$ cat src/shared/pwm_map.vh
// Register map, field layout and reset values of the eight channel waveform timer
`ifndef PWM_MAP_VH
`define PWM_MAP_VH

// Bus widths and channel count
`define PWM_ADDR_W 6
`define PWM_DATA_W 8
`define PWM_CH_N 8
`define PWM_PAIR_N 4
`define PWM_WIDE_W 16

// Control and status registers, one bit per channel, JOIN one bit per channel pair
`define PWM_REG_ENABLE 6'h00
`define PWM_REG_POLARITY 6'h01
`define PWM_REG_CENTER 6'h02
`define PWM_REG_JOIN 6'h03
`define PWM_REG_PCM 6'h04
`define PWM_REG_OUTSTAT 6'h05

// Banks of eight: address bits 5:3 pick the bank, bits 2:0 the channel
`define PWM_BANK_MSB 5
`define PWM_BANK_LSB 3
`define PWM_CH_MSB 2
`define PWM_BANK_PERIOD 3'h1
`define PWM_BANK_DUTY 3'h2
`define PWM_BANK_COUNT 3'h3

// Reset values
`define PWM_RST_ENABLE 8'h00
`define PWM_RST_POLARITY 8'hff
`define PWM_RST_CENTER 8'h00
`define PWM_RST_PCM 8'h00
`define PWM_RST_JOIN 4'h0
`define PWM_RST_PERIOD 8'hff
`define PWM_RST_DUTY 8'h00
`define PWM_BYTE_ZERO 8'h00

`endif

$ cat src/core/pwm_channel.v
// One waveform channel: counter, buffered period and duty, waveform flip-flop
`timescale 1ns/100ps
module pwm_channel #(
	parameter W = 16
) (
	input wire clk_sys,
	input wire rst,
	input wire enable,
	input wire active_high,
	input wire center,
	input wire pcm,
	input wire [W-1:0] period,
	input wire [W-1:0] duty,
	output wire [W-1:0] count,
	output reg wave_q
);
	localparam [W-1:0] ZERO = {W{1'b0}};
	localparam [W-1:0] ONE = {{(W-1){1'b0}}, 1'b1};

	reg [W-1:0] cnt_q;
	reg [W-1:0] cnt_d;
	reg [W-1:0] per_q;
	reg [W-1:0] duty_q;
	reg down_q;
	reg down_d;
	reg load;

	// Accumulator arithmetic for the density mode
	wire [W:0] acc_sum = {1'b0, cnt_q} + {1'b0, duty_q};
	wire [W:0] acc_left = acc_sum - {1'b0, per_q};
	wire acc_over = acc_sum >= {1'b0, per_q};

	// Saturated duty settings override every mode
	wire none = duty_q == ZERO;
	wire full = !none && (duty_q >= per_q);
	wire act = none ? 1'b0 : full ? 1'b1 : pcm ? acc_over : (cnt_q < duty_q);

	// Next counter state; load takes new period and duty at a boundary, every cycle in density mode or when disabled
	always @* begin
		cnt_d = cnt_q;
		down_d = down_q;
		load = 1'b0;
		if (!enable) begin
			cnt_d = ZERO;
			down_d = 1'b0;
			load = 1'b1;
		end else if (pcm) begin
			load = 1'b1;
			if (full || none)
				cnt_d = ZERO;
			else if (acc_over)
				cnt_d = acc_left[W-1:0];
			else
				cnt_d = acc_sum[W-1:0];
		end else if (center) begin
			if (!down_q) begin
				if (cnt_q >= per_q) begin
					down_d = 1'b1;
					cnt_d = (cnt_q == ZERO) ? ZERO : cnt_q - ONE;
				end else begin
					cnt_d = cnt_q + ONE;
				end
			end else if (cnt_q == ZERO) begin
				down_d = 1'b0;
				load = 1'b1;
				cnt_d = ONE;
			end else begin
				cnt_d = cnt_q - ONE;
			end
		end else begin
			if (cnt_q + ONE >= per_q) begin
				cnt_d = ZERO;
				load = 1'b1;
			end else begin
				cnt_d = cnt_q + ONE;
			end
		end
	end

	// State registers and the waveform with its polarity
	always @(posedge clk_sys or posedge rst) begin
		if (rst) begin
			cnt_q <= ZERO;
			down_q <= 1'b0;
			per_q <= ZERO;
			duty_q <= ZERO;
			wave_q <= 1'b0;
		end else begin
			cnt_q <= cnt_d;
			down_q <= down_d;
			if (load) begin
				per_q <= period;
				duty_q <= duty;
			end
			wave_q <= enable ? (act ~^ active_high) : ~active_high;
		end
	end

	assign count = cnt_q;
endmodule // pwm_channel

$ cat src/core/pwm_timer.v
// Eight channel waveform timer: register file, pairing logic and output flops
`timescale 1ns/100ps
`include "pwm_map.vh"
module pwm_timer #(
	parameter CH_N = `PWM_CH_N,
	parameter WIDE_W = `PWM_WIDE_W
) (
	input wire clk_sys,
	input wire rst,
	input wire [`PWM_ADDR_W-1:0] reg_addr,
	input wire [`PWM_DATA_W-1:0] reg_wdata,
	input wire reg_wr,
	input wire reg_rd,
	output reg [`PWM_DATA_W-1:0] reg_rdata_q,
	output reg [CH_N-1:0] pwm_out_q
);
	// Bank decode, used for writes and reads alike
	function bank_hit;
		input [`PWM_ADDR_W-1:0] addr;
		input [2:0] bank;
		begin
			bank_hit = addr[`PWM_BANK_MSB:`PWM_BANK_LSB] == bank;
		end
	endfunction

	// Control registers
	reg [CH_N-1:0] en_q;
	reg [CH_N-1:0] pol_q;
	reg [CH_N-1:0] ctr_q;
	reg [CH_N-1:0] pcm_q;
	reg [CH_N/2-1:0] join_q;

	// Period and duty bytes, one per channel
	reg [`PWM_DATA_W-1:0] per_q [0:CH_N-1];
	reg [`PWM_DATA_W-1:0] duty_q [0:CH_N-1];

	// Channel outputs
	wire [CH_N-1:0] wave;
	wire [WIDE_W-1:0] cnt_w [0:CH_N-1];
	wire [`PWM_DATA_W-1:0] cnt_rd [0:CH_N-1];

	wire [`PWM_CH_MSB:0] sel = reg_addr[`PWM_CH_MSB:0];
	integer k;

	// Register writes
	always @(posedge clk_sys or posedge rst) begin
		if (rst) begin
			en_q <= `PWM_RST_ENABLE;
			pol_q <= `PWM_RST_POLARITY;
			ctr_q <= `PWM_RST_CENTER;
			pcm_q <= `PWM_RST_PCM;
			join_q <= `PWM_RST_JOIN;
			for (k = 0; k < CH_N; k = k + 1) begin
				per_q[k] <= `PWM_RST_PERIOD;
				duty_q[k] <= `PWM_RST_DUTY;
			end
		end else if (reg_wr) begin
			case (reg_addr)
				`PWM_REG_ENABLE: en_q <= reg_wdata;
				`PWM_REG_POLARITY: pol_q <= reg_wdata;
				`PWM_REG_CENTER: ctr_q <= reg_wdata;
				`PWM_REG_PCM: pcm_q <= reg_wdata;
				`PWM_REG_JOIN: join_q <= reg_wdata[CH_N/2-1:0];
				default: begin
					if (bank_hit(reg_addr, `PWM_BANK_PERIOD))
						per_q[sel] <= reg_wdata;
					else if (bank_hit(reg_addr, `PWM_BANK_DUTY))
						duty_q[sel] <= reg_wdata;
				end
			endcase
		end
	end

	// One channel per index; a joined pair runs in its odd member
	genvar i;
	generate
		for (i = 0; i < CH_N; i = i + 1) begin : g_ch
			localparam ODD = i % 2;
			localparam LOW = i - ODD;
			localparam HIGH = i + 1 - ODD;
			wire joined = join_q[i/2];
			wire wide = joined && (ODD == 1);
			wire [WIDE_W-1:0] period;
			wire [WIDE_W-1:0] duty;
			wire run;

			// Odd register holds the high byte of a joined pair
			assign period = wide ? {per_q[i], per_q[LOW]} : {`PWM_BYTE_ZERO, per_q[i]};
			assign duty = wide ? {duty_q[i], duty_q[LOW]} : {`PWM_BYTE_ZERO, duty_q[i]};
			// Even member of a joined pair idles at its inactive level
			assign run = en_q[i] && !(joined && (ODD == 0));

			pwm_channel #(
				.W(WIDE_W)
			) u_ch (
				.clk_sys(clk_sys),
				.rst(rst),
				.enable(run),
				.active_high(pol_q[i]),
				.center(ctr_q[i]),
				.pcm(pcm_q[i]),
				.period(period),
				.duty(duty),
				.count(cnt_w[i]),
				.wave_q(wave[i])
			);

			// Counter readback: joined pair shows high byte on odd, low on even
			assign cnt_rd[i] = !joined ? cnt_w[i][`PWM_DATA_W-1:0] :
				(ODD == 1) ? cnt_w[i][WIDE_W-1:`PWM_DATA_W] :
				cnt_w[HIGH][`PWM_DATA_W-1:0];
		end
	endgenerate

	// Read data selection
	reg [`PWM_DATA_W-1:0] rd_d;
	always @* begin
		rd_d = `PWM_BYTE_ZERO;
		case (reg_addr)
			`PWM_REG_ENABLE: rd_d = en_q;
			`PWM_REG_POLARITY: rd_d = pol_q;
			`PWM_REG_CENTER: rd_d = ctr_q;
			`PWM_REG_PCM: rd_d = pcm_q;
			`PWM_REG_JOIN: rd_d = {{(`PWM_DATA_W-CH_N/2){1'b0}}, join_q};
			`PWM_REG_OUTSTAT: rd_d = pwm_out_q;
			default: begin
				if (bank_hit(reg_addr, `PWM_BANK_PERIOD))
					rd_d = per_q[sel];
				else if (bank_hit(reg_addr, `PWM_BANK_DUTY))
					rd_d = duty_q[sel];
				else if (bank_hit(reg_addr, `PWM_BANK_COUNT))
					rd_d = cnt_rd[sel];
			end
		endcase
	end

	// Read data stands only in the cycle after the strobe
	always @(posedge clk_sys or posedge rst) begin
		if (rst)
			reg_rdata_q <= `PWM_BYTE_ZERO;
		else
			reg_rdata_q <= reg_rd ? rd_d : `PWM_BYTE_ZERO;
	end

	// Output pins straight from flip-flops
	always @(posedge clk_sys or posedge rst) begin
		if (rst)
			pwm_out_q <= {CH_N{1'b0}};
		else
			pwm_out_q <= wave;
	end
endmodule // pwm_timer

$ cat config.mk
export PLATFORM = sky130hd
export DESIGN_NAME = pwm_timer
export DESIGN_NICKNAME = d
export VERILOG_FILES = /design/src/core/pwm_channel.v /design/src/core/pwm_timer.v
export VERILOG_INCLUDE_DIRS = /design/src /design/src/shared
export SDC_FILE = /design/constraint.sdc
export NUM_CORES = 2
export LEC_CHECK = 0
export ABC_AREA = 0
export BUFFER_PORTS_ARGS = -buffer_cell sky130_fd_sc_hd__buf_2
export CORE_UTILIZATION = 60
export CTS_BUF_LIST = sky130_fd_sc_hd__clkbuf_4
export DETAILED_ROUTE_END_ITERATION = 16
export GPL_ROUTABILITY_DRIVEN = 0
export PLACE_DENSITY = 0.76
export SLEW_MARGIN = 20
export SYNTH_ARGS = -nofsm -noshare
export SYNTH_HDL_FRONTEND = slang
export SYNTH_SLANG_ARGS = --single-unit
$ cat constraint.sdc
create_clock -name clk_sys -period 18 [get_ports clk_sys]
set_input_delay 0.9 -clock clk_sys [delete_from_list [all_inputs] [get_ports clk_sys]]
set_output_delay 0.9 -clock clk_sys [all_outputs]
set_load 0.02 [all_outputs]
---- Yosys cells after proc, flatten, opt, wreduce, memory -nomap -nowiden ----
Index checks and enable logic that the tools add are counted.
word-level totals
  bits in registers ....................... 516
  bits of input ports ..................... 18
  logic and storage cells ................. 488
operators by class
  $add $sub $neg .......................... 32
  order comparisons ....................... 42
  eq/ne operators ......................... 24
  mux-type cells .......................... 242
  bitwise operators ....................... 19
  reduce and logical (&&, ||, !) cells .... 66
operator list
  kind                   count
  $mux 16                88
  $logic_not 16->1       16
  $ge 16x16->1           12
  $mux 8                 19
  $add 16x1->16 const B  8
  $bwmux 64              2
  $ge 16x8->1            8
  $mux 1                 128
  $sub 16x1->16 const B  8
  $bmux 8 s3             3
  $add 16x16->17         4
  $add 16x8->17          4
  $ge 17x16->1           4
  $ge 17x8->1            4
  $lt 16x16->1           4
  $lt 16x8->1            4
  $sub 16x16->16         4
  $sub 16x8->16          4
  $pmux 8 s6             1
  $ge 8x8->1             4
  $reduce_and 2->1       13
  $demux 8 s3            1
  $ne 2x2->1 const B     12
  $logic_and 1x1->1      13
  17 further kinds       57

---- Logic depth before layout (Yosys ltp) ----
  word-level depth ........................ 9
  gate-level depth with buffers ........... 24

---- Hierarchy ----
From an unflattened synthesis, not the netlist that was laid out.
second synthesis, totals
  cells, all modules ...................... 6,265
  area, all modules ....................... 58,142.0 um^2
modules (own cells, without submodules)
  module                          instances  cells each  area an instance (um^2)  sequential area each (um^2)
  pwm_channel (g_ch[4].u_ch ...)  3          667         5,846.9                  1,251.2
  pwm_channel (g_ch[0].u_ch ...)  2          703         5,950.7                  1,251.2
  pwm_timer                       1          839         10,695.3                 4,594.4
  pwm_channel (g_ch[1].u_ch)      1          672         6,018.3                  1,251.2
  pwm_channel (g_ch[7].u_ch)      1          665         6,002.0                  1,251.2
  pwm_channel (g_ch[2].u_ch)      1          682         5,984.5                  1,251.2

---- Worst setup path after synthesis ----
No wires, ideal clock.
  kind .................................... reg2reg
  start point ............................. reg g_ch[5].u_ch.cnt_q[0]
  end point ............................... reg g_ch[5].u_ch.cnt_q[3]
  setup time .............................. 82 ps
  data arrival time ....................... 4,375 ps
  path slack .............................. 13,543 ps
  stages on the path, launching flop included .. 21
  path buffers ............................ 2
  clock period less this slack ............ 4,457 ps
  path through ............................ dfrtp_1 -> ha_1 -> inv_1 -> fa_1 -> o21bai_1 -> a211oi_1 -> o21bai_1 -> a21oi_1 -> o21a_1 -> o31ai_1 -> xnor2_1 -> ha_1 -> nand4_1 -> or2_2 -> o2111ai_1 -> and4_1 -> a211o_1 -> clkbuf_1 -> buf_1 -> nand3_1 -> a31oi_1
on the way
  word-level cells in the longest chain between the ends .. 7
  elaborated cells on any way between the ends .. 18
ends and longest elaborated chain
  what                                                                    RTL line          source
  start, declared                                                         pwm_channel.v:20  reg [W-1:0] cnt_q;
  start signal, assigned                                                  pwm_channel.v:89  cnt_q <= cnt_d;
  parallel branches: the longest is 5 deep, another holds $add 16x16->17  n/a
  $mux 16 *                                                               pwm_channel.v:47  end else if (pcm) begin
  $mux 16 *                                                               pwm_channel.v:43  if (!enable) begin
  via g_ch[5].u_ch.cnt_d[3]                                               pwm_channel.v:21  reg [W-1:0] cnt_d;
Mark *: on every way through the listed nets, which the timed path passes.
A chain may end at the register's enable or synchronous reset.

---- Worst setup path in the final report ----
  start point ............................. reg g_ch[3].u_ch.cnt_q[1]
  end point ............................... reg g_ch[3].u_ch.cnt_q[3]
on the way
  word-level cells in the longest chain between the ends .. 7
  elaborated cells on any way between the ends .. 18
ends and longest elaborated chain
  what                                                                    RTL line
  start, declared                                                         pwm_channel.v:20
  start signal, assigned                                                  pwm_channel.v:89
  parallel branches: the longest is 5 deep, another holds $add 16x16->17  n/a
  $mux 16 *                                                               pwm_channel.v:47
  $mux 16 *                                                               pwm_channel.v:43
  via g_ch[3].u_ch.cnt_d[3]                                               pwm_channel.v:21
Marked as above.

==> reports/qor.csv <==
metric;value;unit
ys_ff_latch;516;
ys.flop_type;dfrtp_1;
outcome;finished, final reports clean;
vias;44200;
via_per_inst;6.575;
fin_skew;77.87;ps
postCtsHoldBufs;1;
final_hold_viol_count;0;
io_pins;34;
clockBufferDepth;3;
path_buf_inv;1;
tns;0;ps
final.fill_count;6803;
met2_wirelength;67520;um
period_needed;5442;ps
r2r-start;g_ch[3].u_ch.count[1]$_DFF_PP0_;
ys_seq_area_share;26.63;%
die_area;82520;um^2
max_freq;0.1838;GHz
min_period_over_period;30.23;%
grt_use_total;35.82;%
hpwl;110800;um
syn_avg_cell_area;8.701;um^2
cpLargestDelayFamily;compound AO/OA/AOI/OAI gates;
reg2regPathDepth;19;
cts_resized;0;
nNetsFinal;6158;
synth_area_leaders;dfrtp_1 23%, ha_1 15%, mux2_2 5.8%;
layout-drive-gt1-share;12.78;%
synth_edf_count;0;
die_w;287.3;um
cp_common_cell;nor2_1;
io_buffers;33;
fin_util;63.84;%
cpMaxStageDelayCell;o211a_1;
rows;104;
synth.cell_area;48820;um^2
clk_pin_slew;60;ps
crit_type;reg2reg;
post-cts-setup-buffers;0;
rsz0062_at_grt;no;
cap_violations;0;
crit_path_max_fanout;27;
die_h;287.3;um
first_iter_violations;4826;
area_growth;5.323;%
antenna_found_initial;10;
cts_made_buffers;148;
hold_depth;2;
start_util;60.61;%
cp.required;18880;ps
maxUsedRoutingLayer;met4;
async_flop_share;100.0;%
synth_cell_types;98;
clock_latency;1060;ps
p_leak;23.49;nW
cts_root_buf;clkbuf_4;
crit_path_end_kind;flip-flop;
grt_pass1_vias;41600;
cts_tree;yes;
ant_nets;0;
remaining_drc_errors;0;
maxSlewHeadroom;20.73;%
worstMarginPinSlew;1180;ps
critPathMaxStageDelay;800;ps
crit_chain;inv_1 -> fa_1 -> nor2_1 -> o311a_1 -> nor2_1 -> nor2_1 -> nor2_1 -> xor2_1 -> ha_1 -> a21oi_1 -> nor3b_1 -> nand3_1 -> a311oi_1 -> nor2_1 -> o41ai_1 -> o211a_1 -> mux2_2 -> a21oi_1 -> a21oi_1;
synth_cells;5611;
crit_start;g_ch[3].u_ch.count[1]$_DFF_PP0_;
slew_violations;0;
grt_overflow;0;
power_density;137.5;nW/um^2
startpoint_type;flip-flop;
firstDrtPassIters;8;
hp-start;reg_rd;
routed_wl;149700;um
cp.arrival;6320;ps
htreeDepth;4;
grt_pass1_wl;233700;um
hold_class;in2reg;
synth_nets;6241;
synth_top_area_share;22.76;%
core_area;80550;um^2
grt_max_degree;167;
clock_sinks;516;
wl_met1;62230;um
peakVddDrop;0.2304;mV
yosys.area.top_type;dfrtp_1;
finalSetupViolCount;0;
wl_met3;13130;um
yosysWarnings;0;
wl_per_cell;22.27;um
crit_cells;19;
## cells in the final DEF, fill, tap and decap left out, types with 18 or more instances in the layout
cell type,Yosys,final
o2111ai_1,18,18
nand4_1,70,70
xor2_1,143,143
mux2_2,251,251
nand2_1,385,385
o21bai_1,21,21
and3_1,33,33
nand3b_1,25,25
or4_1,20,20
dfstp_2,72,72
nand2b_1,85,85
xnor2_1,198,198
a2111oi_0,21,21
nand3_1,167,167
nor2_1,408,408
a21o_1,125,125
clkinv_1,1,37
ha_1,596,596
nor2b_1,97,97
o211ai_1,37,37
mux2i_1,178,178
mux4_2,32,32
buf_2,27,32
o21a_1,45,45
o31ai_1,34,34
buf_4,6,27
dfrtp_1,444,440
nor3_1,143,136
a221oi_1,42,42
or3_1,35,35
o22ai_1,57,57
clkbuf_4,0,214
a31oi_1,52,52
a211oi_1,80,79
inv_1,335,334
nor4_1,64,64
o21ai_0,323,323
a21oi_1,354,354
## synth_stat cells (143+ instances only)
cell type	count
nor3_1	143
xnor2_1	198
inv_1	335
ha_1	596
nand3_1	167
dfrtp_1	444
nor2_1	408
a21oi_1	354
mux2_2	251
xor2_1	143
o21ai_0	323
nand2_1	385
mux2i_1	178
clkbuf_1	229
## area by class of cell
cell class                      instances  area, um^2  share of cell area (%)
Antenna cell                           12       30.03                 0.05840
Clock buffer                          214        1607                   3.124
Clock inverter                         59       344.1                  0.6691
Inverter                              336        1269                   2.467
Multi-Input combinational cell       4464       33430                   65.00
Sequential cell                       516       13010                   25.30
Tap cell                             1060        1326                   2.579
Timing Repair Buffer                   62       412.9                  0.8030
## flip-flops by register name (all words and copies together), names as in the netlist
name,cells
g_ch.u_ch.wave_q,8
pwm_out_q,8
g_ch.u_ch.duty_q,96
reg_rdata_q,8
duty_q,64
g_ch.u_ch.count,128
g_ch.u_ch.down_q,8
g_ch.u_ch.per_q,96
per_q,32
ctr_q,8
g_ch.period,32
pcm_q,8
join_q,4
pol_q,8
en_q,8
## final timing paths
| kind | end | slack, ps |
|---|---|---|
| setup reg to reg | g_ch[3].u_ch.count[3]$_DFF_PP0_ | 12560 |
| hold reg to reg | pwm_out_q[3]$_DFF_PP0_ | 350 |
| max in group asynchronous | join_q[2]$_DFFE_PP0P_ | 15370 |
| setup / recovery | g_ch[3].u_ch.count[3]$_DFF_PP0_ | 12560 |
| hold / removal | reg_rdata_q[1]$_DFF_PP0_ | 290 |
| min in group asynchronous | g_ch[6].u_ch.count[9]$_DFF_PP0_ | 540 |
## logic make-up (layout without fill, tap and decap cells)
group	count (synthesis)	count (layout)	synth area share [%]
xor gates and xnor gates	341	341	6.117
DFF	516	516	26.63
and+or+nand+nor	1635	1635	16.57
AOI/OAI and AO/OA	1415	1415	18.79
muxes	461	461	10.91
other	0	12	0
buffers and inverters	631	671	5.043
adders and majority gates	612	612	15.93
## metal layers
layer  track usage (%)  vias to the layer above
met4             16.78                        0
met1             48.08                    21210
met5                 0                        -
li1                  -                    20370
met3             6.405                      469
met2             55.96                     2152
## metrics by stage
step	std cells	setup slack [ps]	area, um^2	hold WS (ps)	power, mW
5_1_grt	6720	12100	51410	221.1	7.562
6_report	6723	12560	51420	289.9	7.073
2_1_floorplan	5611	2806	48820	331.2	4.801
3_5_place_dp	6437	12640	49400	335.5	5.796
4_1_cts	6711	12680	51360	166.7	6.978
3_3_place_gp	6437	12730	49390	333.7	5.699
## where the power goes
| group | internal (mW) | switching, mW |
|---|---|---|
| registers | 1.35 | 0.323 |
| logic | 1.71 | 2.53 |
| clock network | 0.586 | 0.580 |
| total | 3.64 | 3.43 |
Power figures use the tool's default switching activity.
